<file path="src/core/rpf_cfg.svh">
// Purpose: named constants of the reset pin filter and watchdog reset sequencer
// Assumes: core clock of 100 MHz
// Notes:   definitions only
`ifndef RPF_CFG_SVH
`define RPF_CFG_SVH

`define RPF_CLK_PERIOD_NS     10
`define RPF_SAMPLE_PERIOD_NS  100
`define RPF_ANALOG_DELAY_NS   200
`define RPF_N_LONG            20
`define RPF_N_SHORT           10
`define RPF_WD1_HOLD_CLKS     12
`define RPF_SETTLE_UNIT       256
`define RPF_OSC_SETTLE_SELECT_DEFAULT      3'h4

`define RPF_CTRL_ADDR         32'hfffff860
`define RPF_FLAGS_ADDR        32'hfffff888
`define RPF_CTRL_RESET        8'h00
`define RPF_FLAGS_RESET       8'h00
`define RPF_BIT_FILTER_SEL    0
`define RPF_BIT_SAMPLE_SEL    1
`define RPF_BIT_WD2_FLAG      4
`define RPF_BIT_WD1_FLAG      7

`endif

</file>
<file path="src/core/rpf_pkg.sv">
// Purpose: types of the reset pin filter and watchdog reset sequencer
// Assumes: nothing
// Notes:   constants live in rpf_cfg.svh
package rpf_pkg;
   typedef logic [7:0]  rpf_byte_t;
   typedef logic [31:0] rpf_addr_t;
   typedef enum logic [4:0] {
      RPF_ST_RUN    = 5'b00001,
      RPF_ST_PIN    = 5'b00010,
      RPF_ST_WD1    = 5'b00100,
      RPF_ST_WD2    = 5'b01000,
      RPF_ST_SETTLE = 5'b10000
   } rpf_state_t;
endpackage

</file>
<file path="src/core/rpf_reset_ctrl.sv">
// Purpose: reset pin noise filter and watchdog 1/2 reset sequencer
// Assumes: watchdog requests, stop and clock-source signals come from core-clock logic
// Notes:   reset pin and oscillator-running level are pins and pass two flip-flops
// Summary of operation
// - filter_select picks digital plus analog, else analog
// - main clock sampling, 20 or 10 samples
// - control byte: bit1 sample count, bit0 filter
// - stopped sampling clock forces analog-only filtering
// - control register accepts only first write
// - all samples low, then analog delay, resets
// - internal reset clears the control register
// - stop mode forces analog until settle ends
// - subclock operation forces analog-only filtering
// - short pulses rejected, (N+1)-period pulses reset
// - enabled watchdog 1 overflow resets system
// - watchdog 1 reset held 12 clocks
// - watchdog 1 reset skips oscillator settle wait
// - clocks keep running, reinitialised to divide-by-8
// - reset port drives low, other ports float
// - ram content kept across watchdog 1 reset
// - watchdog 2 reset lasts the analog delay
// - watchdog 2 release waits default settle time
// - watchdog 2 reset behaves like pin reset
// - watchdog resets set own flag, pin clears
// - filtered low pin holds reset until high
`timescale 1ns/1ps
`default_nettype none
`include "rpf_cfg.svh"
module rpf_reset_ctrl #(
   parameter int OSC_SETTLE_UNIT = `RPF_SETTLE_UNIT,
   parameter int N_LONG          = `RPF_N_LONG,
   parameter int N_SHORT         = `RPF_N_SHORT
) (
   input  wire logic              CORE_CLK,
   input  wire logic              RST_N,
   input  wire logic              RESET_PIN_N,
   input  wire logic              MAIN_OSC_RUN,
   input  wire logic              STOP_ENTRY,
   input  wire logic              STOP_RELEASE,
   input  wire logic [2:0]        OSC_SETTLE_SELECT,
   input  wire logic              CLOCK_SOURCE_SELECT,
   input  wire logic              WDOG1_RESET_ENABLE,
   input  wire logic              WDOG1_RESET_REQUEST,
   input  wire logic              WDOG2_RESET_ENABLE,
   input  wire logic              WDOG2_RESET_REQUEST,
   input  wire rpf_pkg::rpf_addr_t REG_ADDR,
   input  wire rpf_pkg::rpf_byte_t REG_WDATA,
   input  wire logic              REG_WR,
   input  wire logic              REG_RD,
   output rpf_pkg::rpf_byte_t     REG_RDATA,
   output logic                   SYS_RESET_N,
   output logic                   CPU_RUN,
   output logic                   MAIN_OSC_STOP,
   output logic                   CLK_DIV8_INIT,
   output logic                   RESET_PORT_OUT,
   output logic                   RESET_PORT_OE_N,
   output logic                   OTHER_PORTS_HIZ,
   output logic                   DIGITAL_FILTER_ON
);
   import rpf_pkg::*;

   localparam int SAMPLE_CLKS = (`RPF_SAMPLE_PERIOD_NS + `RPF_CLK_PERIOD_NS - 1) / `RPF_CLK_PERIOD_NS;
   localparam int ANA_CLKS_R  = (`RPF_ANALOG_DELAY_NS + `RPF_CLK_PERIOD_NS - 1) / `RPF_CLK_PERIOD_NS;
   localparam int ANA_CLKS    = (ANA_CLKS_R < 1) ? 1 : ANA_CLKS_R;
   localparam int SW          = 16;
   localparam int DW          = $clog2(SAMPLE_CLKS + 1);
   localparam int AW          = $clog2(ANA_CLKS + 1);

   function automatic logic [SW-1:0] settle_clks(input logic [2:0] sel);
      settle_clks = SW'(OSC_SETTLE_UNIT << sel);
   endfunction

   // pin synchronisers
   logic pin_n_m;
   logic pin_n_s;
   logic osc_m;
   logic osc_s;
   always_ff @(posedge CORE_CLK) begin
      if (!RST_N) begin
         pin_n_m <= 1'b1;
         pin_n_s <= 1'b1;
         osc_m   <= 1'b0;
         osc_s   <= 1'b0;
      end else begin
         pin_n_m <= RESET_PIN_N;
         pin_n_s <= pin_n_m;
         osc_m   <= MAIN_OSC_RUN;
         osc_s   <= osc_m;
      end
   end
   wire logic pin_low = !pin_n_s;

   // analog-only forcing: stop mode and subclock operation
   logic            stop_force;
   logic            next_stop_force;
   logic            stop_settling;
   logic            next_stop_settling;
   logic [SW-1:0]   stop_cnt;
   logic [SW-1:0]   next_stop_cnt;
   logic            subclk_force;
   logic            next_subclk_force;
   logic            cls_q;

   always_comb begin
      next_stop_force    = stop_force;
      next_stop_settling = stop_settling;
      next_stop_cnt      = stop_cnt;
      if (STOP_ENTRY) begin
         next_stop_force    = 1'b1;
         next_stop_settling = 1'b0;
      end else if (stop_force && STOP_RELEASE && !stop_settling) begin
         next_stop_settling = 1'b1;
         next_stop_cnt      = settle_clks(OSC_SETTLE_SELECT) - 1'b1;
      end else if (stop_settling) begin
         if (stop_cnt == '0) begin
            next_stop_force    = 1'b0;
            next_stop_settling = 1'b0;
         end else begin
            next_stop_cnt = stop_cnt - 1'b1;
         end
      end
      next_subclk_force = subclk_force;
      if (!cls_q && CLOCK_SOURCE_SELECT) begin
         next_subclk_force = 1'b1;
      end else if (cls_q && !CLOCK_SOURCE_SELECT) begin
         next_subclk_force = 1'b0;
      end
   end

   always_ff @(posedge CORE_CLK) begin
      if (!RST_N) begin
         stop_force    <= 1'b0;
         stop_settling <= 1'b0;
         stop_cnt      <= '0;
         subclk_force  <= 1'b0;
         cls_q         <= 1'b0;
      end else begin
         stop_force    <= next_stop_force;
         stop_settling <= next_stop_settling;
         stop_cnt      <= next_stop_cnt;
         subclk_force  <= next_subclk_force;
         cls_q         <= CLOCK_SOURCE_SELECT;
      end
   end

   // registers and reset sequencer
   rpf_byte_t  ctrl;
   rpf_byte_t  next_ctrl;
   logic       locked;
   logic       next_locked;
   rpf_byte_t  flags;
   rpf_byte_t  next_flags;
   rpf_byte_t  next_rdata;
   rpf_state_t st;
   rpf_state_t next_st;
   logic [SW-1:0] seq_cnt;
   logic [SW-1:0] next_seq_cnt;

   wire logic in_reset   = (st == RPF_ST_PIN) || (st == RPF_ST_WD1) || (st == RPF_ST_WD2);
   wire logic dig_active = ctrl[`RPF_BIT_FILTER_SEL] && osc_s && !stop_force && !subclk_force;

   // sampling tick from the main oscillator; halts while it is stopped
   logic [DW-1:0] div_cnt;
   logic [DW-1:0] next_div_cnt;
   logic          sample_tick;
   logic          next_sample_tick;
   always_comb begin
      next_div_cnt     = div_cnt;
      next_sample_tick = 1'b0;
      if (osc_s) begin
         if (div_cnt == '0) begin
            next_div_cnt     = DW'(SAMPLE_CLKS - 1);
            next_sample_tick = 1'b1;
         end else begin
            next_div_cnt = div_cnt - 1'b1;
         end
      end
   end
   always_ff @(posedge CORE_CLK) begin
      if (!RST_N) begin
         div_cnt     <= '0;
         sample_tick <= 1'b0;
      end else begin
         div_cnt     <= next_div_cnt;
         sample_tick <= next_sample_tick;
      end
   end

   logic dig_detect;
   rpf_sample_filter #(
      .N_LONG  (N_LONG),
      .N_SHORT (N_SHORT)
   ) u_filter (
      .clk         (CORE_CLK),
      .rst_n       (RST_N),
      .sample_tick (sample_tick),
      .pin_low     (pin_low),
      .short_sel   (ctrl[`RPF_BIT_SAMPLE_SEL]),
      .enable      (dig_active),
      .detect      (dig_detect)
   );
   // analog delay after the digital stage, or alone
   logic [AW-1:0] ana_cnt;
   logic [AW-1:0] next_ana_cnt;
   wire logic filt_low = dig_active ? dig_detect : pin_low;
   wire logic pin_rst  = (ana_cnt == AW'(ANA_CLKS));
   always_comb begin
      next_ana_cnt = ana_cnt;
      if (!filt_low) begin
         next_ana_cnt = '0;
      end else if (ana_cnt != AW'(ANA_CLKS)) begin
         next_ana_cnt = ana_cnt + 1'b1;
      end
   end
   always_ff @(posedge CORE_CLK) begin
      if (!RST_N) begin
         ana_cnt <= '0;
      end else begin
         ana_cnt <= next_ana_cnt;
      end
   end

   wire logic ctrl_hit  = (REG_ADDR == `RPF_CTRL_ADDR);
   wire logic flags_hit = (REG_ADDR == `RPF_FLAGS_ADDR);
   wire logic wd1_go    = WDOG1_RESET_ENABLE && WDOG1_RESET_REQUEST;
   wire logic wd2_go    = WDOG2_RESET_ENABLE && WDOG2_RESET_REQUEST;
   always_comb begin
      next_st      = st;
      next_seq_cnt = seq_cnt;
      if (pin_rst) begin
         next_st = RPF_ST_PIN;
      end else begin
         unique case (st)
            RPF_ST_RUN: begin
               if (wd2_go) begin
                  next_st      = RPF_ST_WD2;
                  next_seq_cnt = SW'(ANA_CLKS - 1);
               end else if (wd1_go) begin
                  next_st      = RPF_ST_WD1;
                  next_seq_cnt = SW'(`RPF_WD1_HOLD_CLKS - 1);
               end
            end
            RPF_ST_PIN: begin
               next_st      = RPF_ST_SETTLE;
               next_seq_cnt = settle_clks(`RPF_OSC_SETTLE_SELECT_DEFAULT) - 1'b1;
            end
            RPF_ST_WD1: begin
               if (seq_cnt == '0) begin
                  next_st = RPF_ST_RUN;
               end else begin
                  next_seq_cnt = seq_cnt - 1'b1;
               end
            end
            RPF_ST_WD2: begin
               if (seq_cnt == '0) begin
                  next_st      = RPF_ST_SETTLE;
                  next_seq_cnt = settle_clks(`RPF_OSC_SETTLE_SELECT_DEFAULT) - 1'b1;
               end else begin
                  next_seq_cnt = seq_cnt - 1'b1;
               end
            end
            RPF_ST_SETTLE: begin
               if (seq_cnt == '0) begin
                  next_st = RPF_ST_RUN;
               end else begin
                  next_seq_cnt = seq_cnt - 1'b1;
               end
            end
         endcase
      end

      next_ctrl   = ctrl;
      next_locked = locked;
      if (in_reset) begin
         next_ctrl   = `RPF_CTRL_RESET;
         next_locked = 1'b0;
      end else if (REG_WR && ctrl_hit && !locked) begin
         next_ctrl   = {6'h00, REG_WDATA[`RPF_BIT_SAMPLE_SEL], REG_WDATA[`RPF_BIT_FILTER_SEL]};
         next_locked = 1'b1;
      end

      // software writes zeros to clear; a watchdog set in the same cycle wins
      next_flags = flags;
      if (REG_WR && flags_hit) begin
         next_flags = flags & REG_WDATA;
      end
      if (next_st == RPF_ST_PIN && st != RPF_ST_PIN) begin
         next_flags = `RPF_FLAGS_RESET;
      end
      if (next_st == RPF_ST_WD1 && st != RPF_ST_WD1) begin
         next_flags[`RPF_BIT_WD1_FLAG] = 1'b1;
      end
      if (next_st == RPF_ST_WD2 && st != RPF_ST_WD2) begin
         next_flags[`RPF_BIT_WD2_FLAG] = 1'b1;
      end

      next_rdata = 8'h00;
      if (REG_RD && ctrl_hit) begin
         next_rdata = ctrl;
      end else if (REG_RD && flags_hit) begin
         next_rdata = flags;
      end
   end
   always_ff @(posedge CORE_CLK) begin
      if (!RST_N) begin
         st                <= RPF_ST_RUN;
         seq_cnt           <= '0;
         ctrl              <= `RPF_CTRL_RESET;
         locked            <= 1'b0;
         flags             <= `RPF_FLAGS_RESET;
         REG_RDATA         <= 8'h00;
         SYS_RESET_N       <= 1'b1;
         CPU_RUN           <= 1'b1;
         MAIN_OSC_STOP     <= 1'b0;
         CLK_DIV8_INIT     <= 1'b0;
         RESET_PORT_OUT    <= 1'b0;
         RESET_PORT_OE_N   <= 1'b1;
         OTHER_PORTS_HIZ   <= 1'b0;
         DIGITAL_FILTER_ON <= 1'b0;
      end else begin
         st                <= next_st;
         seq_cnt           <= next_seq_cnt;
         ctrl              <= next_ctrl;
         locked            <= next_locked;
         flags             <= next_flags;
         REG_RDATA         <= next_rdata;
         // state outputs decode the next state so they line up with st; DIGITAL_FILTER_ON lags dig_active by one cycle
         SYS_RESET_N       <= !(next_st inside {RPF_ST_PIN, RPF_ST_WD1, RPF_ST_WD2});
         CPU_RUN           <= (next_st == RPF_ST_RUN);
         // watchdog 1 keeps the oscillator alive, so no settle wait follows
         MAIN_OSC_STOP     <= (next_st inside {RPF_ST_PIN, RPF_ST_WD2});
         CLK_DIV8_INIT     <= (next_st inside {RPF_ST_PIN, RPF_ST_WD1, RPF_ST_WD2});
         RESET_PORT_OUT    <= 1'b0;
         RESET_PORT_OE_N   <= !(next_st inside {RPF_ST_PIN, RPF_ST_WD1, RPF_ST_WD2});
         OTHER_PORTS_HIZ   <= (next_st inside {RPF_ST_PIN, RPF_ST_WD1, RPF_ST_WD2});
         DIGITAL_FILTER_ON <= ctrl[`RPF_BIT_FILTER_SEL] && osc_s && !stop_force && !subclk_force;
      end
   end
   // ram holds no state here; the sequencer never issues a ram clear
   wd1_hold_a: assert property (@(posedge CORE_CLK) disable iff (!RST_N || pin_rst)
      (st == RPF_ST_WD1 && $past(st) != RPF_ST_WD1) |->
         (st == RPF_ST_WD1)[*8] ##1 (st == RPF_ST_WD1)[*4] ##1 (st == RPF_ST_RUN))
      else $error("watchdog 1 reset not held exactly twelve clocks");
   wd1_no_settle_a: assert property (@(posedge CORE_CLK) disable iff (!RST_N)
      (st == RPF_ST_WD1 && $past(st) == RPF_ST_WD1 && seq_cnt == '0 && !pin_rst) |=> (CPU_RUN && !MAIN_OSC_STOP))
      else $error("cpu not restarted right after watchdog 1 reset");
   wd2_settle_a: assert property (@(posedge CORE_CLK) disable iff (!RST_N)
      (st == RPF_ST_SETTLE && $past(st) == RPF_ST_WD2) |-> (seq_cnt == settle_clks(`RPF_OSC_SETTLE_SELECT_DEFAULT) - 1'b1 && !CPU_RUN))
      else $error("watchdog 2 release without default settle time");
   write_once_a: assert property (@(posedge CORE_CLK) disable iff (!RST_N)
      ($past(locked) && !$past(in_reset)) |-> (ctrl == $past(ctrl)))
      else $error("locked control register changed");
   ctrl_clear_a: assert property (@(posedge CORE_CLK) disable iff (!RST_N)
      $past(in_reset) |-> (ctrl == `RPF_CTRL_RESET && !locked))
      else $error("control register not cleared by internal reset");
   force_analog_a: assert property (@(posedge CORE_CLK) disable iff (!RST_N)
      (stop_force || subclk_force || !osc_s) |-> !dig_active)
      else $error("digital filter active while it must be bypassed");
   wd1_flag_a: assert property (@(posedge CORE_CLK) disable iff (!RST_N)
      (st == RPF_ST_WD1 && $past(st) != RPF_ST_WD1) |-> flags[`RPF_BIT_WD1_FLAG])
      else $error("watchdog 1 flag not set");
   port_low_a: assert property (@(posedge CORE_CLK) disable iff (!RST_N)
      !SYS_RESET_N |-> (!RESET_PORT_OE_N && !RESET_PORT_OUT && OTHER_PORTS_HIZ && CLK_DIV8_INIT))
      else $error("port states wrong during reset");
   ctrl_read_a: assert property (@(posedge CORE_CLK) disable iff (!RST_N)
      $past(REG_RD && ctrl_hit) |-> (REG_RDATA == $past(ctrl) && REG_RDATA[7:2] == 6'h00))
      else $error("control register read back wrong");
endmodule
`default_nettype wire

</file>
<file path="src/core/rpf_sample_filter.sv">
// Purpose: counts consecutive low samples of the reset pin
// Assumes: sample_tick is one cycle per sampling period, pin_low already synchronised
// Notes:   detect stays high until a high sample or the filter is disabled
`timescale 1ns/1ps
`default_nettype none
`include "rpf_cfg.svh"
module rpf_sample_filter #(
   parameter int N_LONG  = `RPF_N_LONG,
   parameter int N_SHORT = `RPF_N_SHORT
) (
   input  wire logic clk,
   input  wire logic rst_n,
   input  wire logic sample_tick,
   input  wire logic pin_low,
   input  wire logic short_sel,
   input  wire logic enable,
   output logic      detect
);
   import rpf_pkg::*;
   localparam int CW = $clog2(N_LONG + 1);

   logic [CW-1:0] cnt;
   logic [CW-1:0] next_cnt;
   logic [CW-1:0] target;
   logic          next_detect;

   always_comb begin
      target      = short_sel ? CW'(N_SHORT) : CW'(N_LONG);
      next_cnt    = cnt;
      next_detect = detect;
      if (!enable) begin
         next_cnt    = '0;
         next_detect = 1'b0;
      end else if (sample_tick) begin
         if (!pin_low) begin
            // one high sample restarts the window
            next_cnt    = '0;
            next_detect = 1'b0;
         end else if (cnt < target) begin
            next_cnt    = cnt + 1'b1;
            next_detect = ((cnt + 1'b1) == target);
         end
      end
   end

   always_ff @(posedge clk) begin
      if (!rst_n) begin
         cnt    <= '0;
         detect <= 1'b0;
      end else begin
         cnt    <= next_cnt;
         detect <= next_detect;
      end
   end

   high_restart_a: assert property (@(posedge clk) disable iff (!rst_n)
      (enable && sample_tick && !pin_low) |=> (cnt == '0 && !detect))
      else $error("high sample did not restart the filter");

   detect_count_a: assert property (@(posedge clk) disable iff (!rst_n)
      $rose(detect) |-> ($past(cnt) == $past(target) - 1'b1 && $past(pin_low) && $past(sample_tick)))
      else $error("detect raised before the full window was low");
endmodule
`default_nettype wire

</file>
<file path="config.mk">
export PLATFORM = sky130hd
export DESIGN_NAME = rpf_reset_ctrl
export DESIGN_NICKNAME = d
export VERILOG_FILES = /design/src/core/rpf_pkg.sv /design/src/core/rpf_reset_ctrl.sv /design/src/core/rpf_sample_filter.sv
export VERILOG_INCLUDE_DIRS = /design/src /design/src/core
export SDC_FILE = /design/constraint.sdc
export NUM_CORES = 1
export LEC_CHECK = 0
export BUFFER_PORTS_ARGS = -buffer_cell sky130_fd_sc_hd__buf_2
export CORE_MARGIN = 1.5
export CORE_UTILIZATION = 55
export DETAILED_ROUTE_END_ITERATION = 16
export PLACE_DENSITY_LB_ADDON = 0.05
export SYNTH_ARGS = -nofsm -noshare
export SYNTH_HDL_FRONTEND = slang
export SYNTH_HIERARCHICAL = 1
export SYNTH_SLANG_ARGS = --single-unit
</file>
<file path="constraint.sdc">
create_clock -name CORE_CLK -period 3 [get_ports CORE_CLK]
set_input_delay 0 -clock CORE_CLK [delete_from_list [all_inputs] [get_ports CORE_CLK]]
set_output_delay 0 -clock CORE_CLK [all_outputs]
set_load 0.01 [all_outputs]
</file>
==> qor.txt, run 1 <==
outcome: complete, no violations
final setup TNS: 0 ps
Seq pwr share: 48.0%
vias per cell: 5.743
post-synthesis sequential element count: 85
Setup violations, final: 0
combinational share of power: 19.7%
mux share of post-synthesis cell area: 0.9187%
Initial Util: 56.69%
Routed Wire Length: 9777 um
DR iter-0 viols: 237
Routability Congestion: 0.8245
Initial DRT Pass Iterations: 4
arrival time at the worst endpoint: 2810 ps
CTS H-tree lvls: 3
sequential cell area fraction in the yosys report: 39.05%
slowest cell on the critical path: a21boi_1
Synth Area per Inst: 8.349 um2
most frequent cells in the layout: dfxtp_1 (85), buf_2 (70), nor2_1 (66)
commonest non-fill, non-tap cell in the layout: dfxtp_1
DR WL/cell: 13.97 um
Clock transition at path regs: 90 ps
DRC Markers: 0
yosys warns: 6
vias: 4020
Die H: 92.02 um
n_diodes: 0
unique cell type count in the Yosys netlist: 68
CP max stage delay: 850 ps
Placed Cells: 672
row count: 32
main flop type after synthesis: dfxtp_1
hold path depth: 2
asr flop ratio synth: 0%
number of cells on the worst reg-to-reg path: 8
Finished Layout Cells: 700
adder-cell share of the synthesized area: 2.584%
Mapped Nets: 587
Root Driver: clkbuf_8
simple-gate share of the synthesized area: 27.68%
main combinational cell family by area after synthesis: simple AND/OR/NAND/NOR gates
Core Region: 7687 um2
Layout Nets: 658
Final ANT Viol Nets: 0
XOR/XNOR share of the synthesized area: 3.819%
die area: 8467 um2
share of layout cells above drive strength 1: 17.73%
Die Width: 92.02 um
global route overflow: 0
Mapped Cells: 522
Setup crit end kind: register
Worst VDD drop: 233.2 uV
Worst-Margin Slew: 1115 ps
vias in the first global route: 3711
compound-gate portion of the synthesized area: 21.39%
clk_lat worst skew: 360 ps
clock sinks: 85
Switching Share: 30.26%
Req. time, crit path: 3250 ps
Layout Skew: 11.12 ps
fillers: 686
Syn Std Cell Area: 4358 um2
largest net degree at the start of global routing: 30
Slew headroom: 25.54%
crit-path max FO: 16
Peak Freq: 0.3906 GHz
Power Dens Cells: 506.2 nW/um2
Worst Hold Class: in -> reg
global-route wire length before repair: 16470 um
Placement Cell Area: 4747 um2
LEAKAGE: 0.002150 uW
Startpoint Class: register
Port Buffers: 70
Clock Path Buffers: 2
internal power: 1788 uW
total power: 2565 uW
TritonCTS Buffers: 9
RSZ-0062 raised after global routing: false
CTS tree: done
antenna violations before repair: 0
post-route cell area: 5066 um2
post-DP HPWL: 6880 um
Final Hold Vio Count: 0
critical-path cell list: inv_1, ha_1, nor3b_1, and4_1, a21boi_1, o21ai_0, a21oi_1, nor2_1
maxcap violations: 0
post-layout minimum cycle time: 2560 ps
Area Overhead vs Synth: 16.25%
gr usage total: 23.87%
# IOs: 72
crit share post-route: 85.33%
Switch Pwr: 776.1 uW
Clk pwr share: 32.3%
WHS: 66.21 ps
WS Path Type: reg -> reg
max-slew violations: 0
Post-synth EDFFs: 0
## cells by family (layout without fill, tap and decap cells)
group	after synthesis	after routing
DFF	85	85
AOI/OAI and AO/OA	136	136
and+or+nand+nor	223	223
muxes	4	4
other	1	1
buffers and inverters	45	121
xor gates and xnor gates	19	19
adders and majority gates	9	9
## power by group through the flow
stage	Combinational, uW	Sequential [uW]	Clock, uW
2_1_floorplan	381	1240	0
3_3_place_gp	478	1250	0
3_5_place_dp	487	1260	0
4_1_cts	501	1230	848
5_1_grt	567	1240	893
6_report	505	1230	828
## registers in the layout, indices dropped and copies added (netlist names), 2 cells and up
name / cells
flags: 8
u_filter/cnt: 5
div_cnt: 4
ana_cnt: 5
st: 5
REG_RDATA: 8
stop_cnt: 16
ctrl: 2
seq_cnt: 16
## layer usage
metal	vias up	GRT usage (%)	part of all wire (%)	wire length, um
met5	-	0	0	0
met1	1868	30.45	47	4597
met4	0	7.051	0.82	80
met3	8	4.809	5.3	518
li1	2036	-	-	-
met2	108	40.62	47	4581
## final timing paths
path                            slack, ps        from              end
worst max register to register        440  seq_cnt[0]       seq_cnt[5]
worst min-delay path                   70       RST_N  RESET_PORT_OE_N
worst min register to register        440     pin_n_m          pin_n_s
worst max-delay path                  440  seq_cnt[0]       seq_cnt[5]
## cell type report
cell class	count	area, um2	share of cell area [%]
Tap cell	102	127.6	2.519
Clock buffer	10	127.6	2.519
Inverter	19	71.32	1.408
Sequential cell	85	1702	33.59
Multi-Input combinational cell	392	2466	48.68
Clock inverter	6	71.32	1.408
Timing Repair Buffer	86	500.5	9.879
## critical path, delay by kind of cell, from the launching register on
kind	cells	cell delay, ps
adders and majority gates	1	230
and+or+nand+nor	3	490
AOI/OAI and AO/OA	3	1270
buffers and inverters	1	60
DFF	1	400
## synthesized netlist by cell type, types with 3 or more instances
cell type | instances | area share, %
and4_1 | 3 | 0.60
xnor2_1 | 13 | 2.6
xor2_1 | 6 | 1.2
inv_1 | 19 | 1.6
nand3b_1 | 3 | 0.52
buf_4 | 3 | 0.52
a211oi_1 | 4 | 0.69
nor2b_1 | 4 | 0.57
mux2i_1 | 4 | 0.92
o211ai_1 | 6 | 1.0
a21oi_1 | 38 | 4.4
nand4_1 | 9 | 1.3
and2_1 | 4 | 0.57
nand2_1 | 43 | 3.7
o211a_1 | 6 | 1.4
buf_2 | 6 | 0.69
o31ai_1 | 6 | 1.0
a32oi_1 | 4 | 0.80
nand4bb_1 | 3 | 0.78
o21ai_1 | 16 | 1.8
a22oi_1 | 9 | 1.6
nand2b_1 | 11 | 1.6
o21ai_0 | 16 | 1.8
or3_1 | 7 | 1.0
clkbuf_1 | 15 | 1.3
a311oi_1 | 3 | 0.60
nor4_1 | 4 | 0.57
nand3_1 | 15 | 1.7
or2_1 | 3 | 0.43
nor3_1 | 15 | 1.7
ha_1 | 9 | 2.6
and3_1 | 12 | 1.7
nor2_1 | 66 | 5.7
dfxtp_1 | 85 | 39
a31oi_1 | 7 | 1.0
## through the flow
stage	setup WS (ps)	utilization, %
finish	440.1	65.90
global route	180.4	65.90
CTS	462.9	65.90
detailed placement	478.6	61.75
global placement	543.6	61.75
floorplan	866.6	-
## timing repair
| item | CTS | global route |
|---|---|---|
| buffers inserted | 0 | 0 |
| gates resized for setup | 0 | 0 |
| hold endpoints to repair | 14 | 0 |
| setup endpoints to repair | 0 | 0 |
| hold buffers | 12 | 0 |
(Power assumes the default switching activity.)
==> inputs of run 2 (changes only) <==
--- a/config.mk
+++ b/config.mk
@@ -11,6 +11,7 @@
 export CORE_UTILIZATION = 55
 export DETAILED_ROUTE_END_ITERATION = 16
 export PLACE_DENSITY_LB_ADDON = 0.05
+export SETUP_SLACK_MARGIN = 0.15
 export SYNTH_ARGS = -nofsm -noshare
 export SYNTH_HDL_FRONTEND = slang
 export SYNTH_HIERARCHICAL = 1
==> constraint.sdc (replaced) <==
create_clock -name CORE_CLK -period 3 [get_ports CORE_CLK]
set_input_delay 0.45 -clock CORE_CLK [delete_from_list [all_inputs] [get_ports CORE_CLK]]
set_output_delay 0.45 -clock CORE_CLK [all_outputs]
set_load 0.01 [all_outputs]
==> run 2 against run 1 <==
Sequential power is essentially flat. Global-route usage shrank 0.32 points. Utilization shrank 1.5 points. Sequential share of layout area is 0.81 points higher. Highest routed layer unchanged. Maximum frequency increased by 3.6%. Via count fell by 1.7%. Flip-flop and latch count stayed put. Final area shrank 2.3%. Non-clock buffer count fell by 11. Die area unchanged. Combinational power down 2%.
==> qor.txt, run 2 (synthesized netlist as in run 1, its figures left out) <==
Die Width: 92.02 um (unchanged)
row count: 32 (unchanged)
crit-path max FO: 15 (-1)
Worst Hold Class: in -> reg
global-route wire length before repair: 16320 um (-0.92%)
crit share post-route: 82.40% (-2.9 points)
Worst Hold Launch: RESET_PIN_N
n_diodes: 0 (unchanged)
Layout Nets: 647 (-1.7%)
clock sinks: 85 (unchanged)
gr usage total: 23.54% (-0.32 points)
Port Buffers: 70 (unchanged)
Setup crit end kind: register
antenna violations before repair: 0 (unchanged)
share of layout cells above drive strength 1: 18.57% (+0.84 points)
Initial Util: 56.69% (unchanged)
post-route cell area: 4947 um2 (-2.3%)
Routed Wire Length: 9419 um (-3.7%)
Slew headroom: 54.00% (+28 points)
Worst VDD drop: 286.1 uV (+23%)
Core Region: 7687 um2 (unchanged)
Worst-Margin Slew: 686.0 ps (-428.5 ps)
Startpoint Class: register
dpl ws: 449.1 ps (-29.51 ps)
Final Hold Vio Count: 0 (unchanged)
clk_lat worst skew: 360 ps (about the same)
Placement Cell Area: 4755 um2 (+0.16%)
vias in the first global route: 3682 (-0.78%)
hold path depth: 2 (unchanged)
Die H: 92.02 um (unchanged)
outcome: complete, no violations
post-layout minimum cycle time: 2472 ps (-87.83 ps)
post-DP HPWL: 6796 um (-1.2%)
maxcap violations: 0 (unchanged)
final setup TNS: 0 ps (unchanged)
number of cells on the worst reg-to-reg path: 9 (+1)
most frequent cells in the layout: dfxtp_1 (85), buf_2 (70), nor2_1 (66)
Power Dens Cells: 503.4 nW/um2 (-0.56%)
DR iter-0 viols: 241 (+1.7%)
Area Overhead vs Synth: 13.52%
final worst slack: 528.0 ps (+87.83 ps)
Clock Path Buffers: 2 (unchanged)
RSZ-0062 raised after global routing: false
# IOs: 72 (unchanged)
CP delay by family, top: simple AND/OR/NAND/NOR gates
CP max stage delay: 410 ps (-440 ps)
Final ANT Viol Nets: 0 (unchanged)
CTS H-tree lvls: 3 (unchanged)
die area: 8467 um2 (unchanged)
Worst R2R Start: ana_cnt[0]
RR Endpoint: seq_cnt[14]
R2R setup slack: 530 ps (+90 ps)
largest registers: seq_cnt (16), stop_cnt (16)
TritonCTS Buffers: 9 (unchanged)
vias: 3953 (-1.7%)
arrival time at the worst endpoint: 2720 ps (-90 ps)
slowest cell on the critical path: a31oi_4
Clock transition at path regs: 100 ps (about the same)
Setup violations, final: 0 (unchanged)
Initial DRT Pass Iterations: 5 (+1)
commonest non-fill, non-tap cell in the layout: dfxtp_1
Req. time, crit path: 3250 ps (about the same)
max-slew violations: 0 (unchanged)
Layout Skew: 13.37 ps (+2.257 ps)
WS Path Type: reg -> reg
WHS: 267.0 ps (+200.8 ps)
largest net degree at the start of global routing: 31 (+3.3%)
CTS tree: done
DR WL/cell: 13.67 um (-2.1%)
Routability Congestion: 0.8116 (-1.6%)
Peak Freq: 0.4045 GHz (+3.6%)
Root Driver: clkbuf_8
global route overflow: 0 (unchanged)
critical-path cell list: inv_1, ha_1, and4b_1, a41o_1, a31oi_4, nand2_1, nor4_1, xnor2_1, nor2_1
CP Buf/Inv Count: 1 (unchanged)
LEAKAGE: 0.002106 uW (-2.1%)
vias per cell: 5.737 (about the same)
DRC Markers: 0 (unchanged)
Hold EP: pin_n_m
[run 2: repair_timing]
item / in CTS / in global routing
resized for setup: 0 / 1
setup endpoints to repair: 0 / 2
hold buffers: 0 / 0
setup buffers: 0 / 0
[run 2: layout make-up]
type                    instances  area, um2
inverters                      19      71.32
flip-flops and latches         85       1702
multi-input cells             392       2470
clock inverters                 6      51.30
clock buffers                  10      137.6
repair buffers                 75      387.9
fillers                       692       2740
well taps                     102      127.6
[run 2: metal layers]
metal / vias to the layer above / part of all wire [%] / GRT usage, %
met5: - / 0 / 0
met4: 0 / 0.84 / 5.897
met2: 105 / 47 / 40.12
li1: 2012 / - / -
met1: 1827 / 47 / 30.61
met3: 9 / 5.4 / 4.395
[run 2: worst max-delay path by stage]
stage,startpoint,to,slack (ps),cells past startpoint
global placement,seq_cnt[0],seq_cnt[7],550,8
CTS,seq_cnt[0],seq_cnt[5],420,8
detailed placement,seq_cnt[0],seq_cnt[5],450,8
finish,ana_cnt[0],seq_cnt[14],530,9
floorplan,STOP_RELEASE,stop_cnt[8],850,11
global route,st[3],MAIN_OSC_STOP,250,7
[run 2: report_power, final]
part | switching [uW] | internal, uW
logic | 284 | 209
clock network | 431 | 335
registers | 54.5 | 1180
[run 2: metrics by stage]
stage,utilization [%],instances,power (uW)
4_1_cts,64.31,689,2515
5_1_grt,64.36,689,2639
2_1_floorplan,-,522,1623
3_5_place_dp,61.85,673,1744
6_report,64.36,689,2490
3_3_place_gp,61.85,673,1734
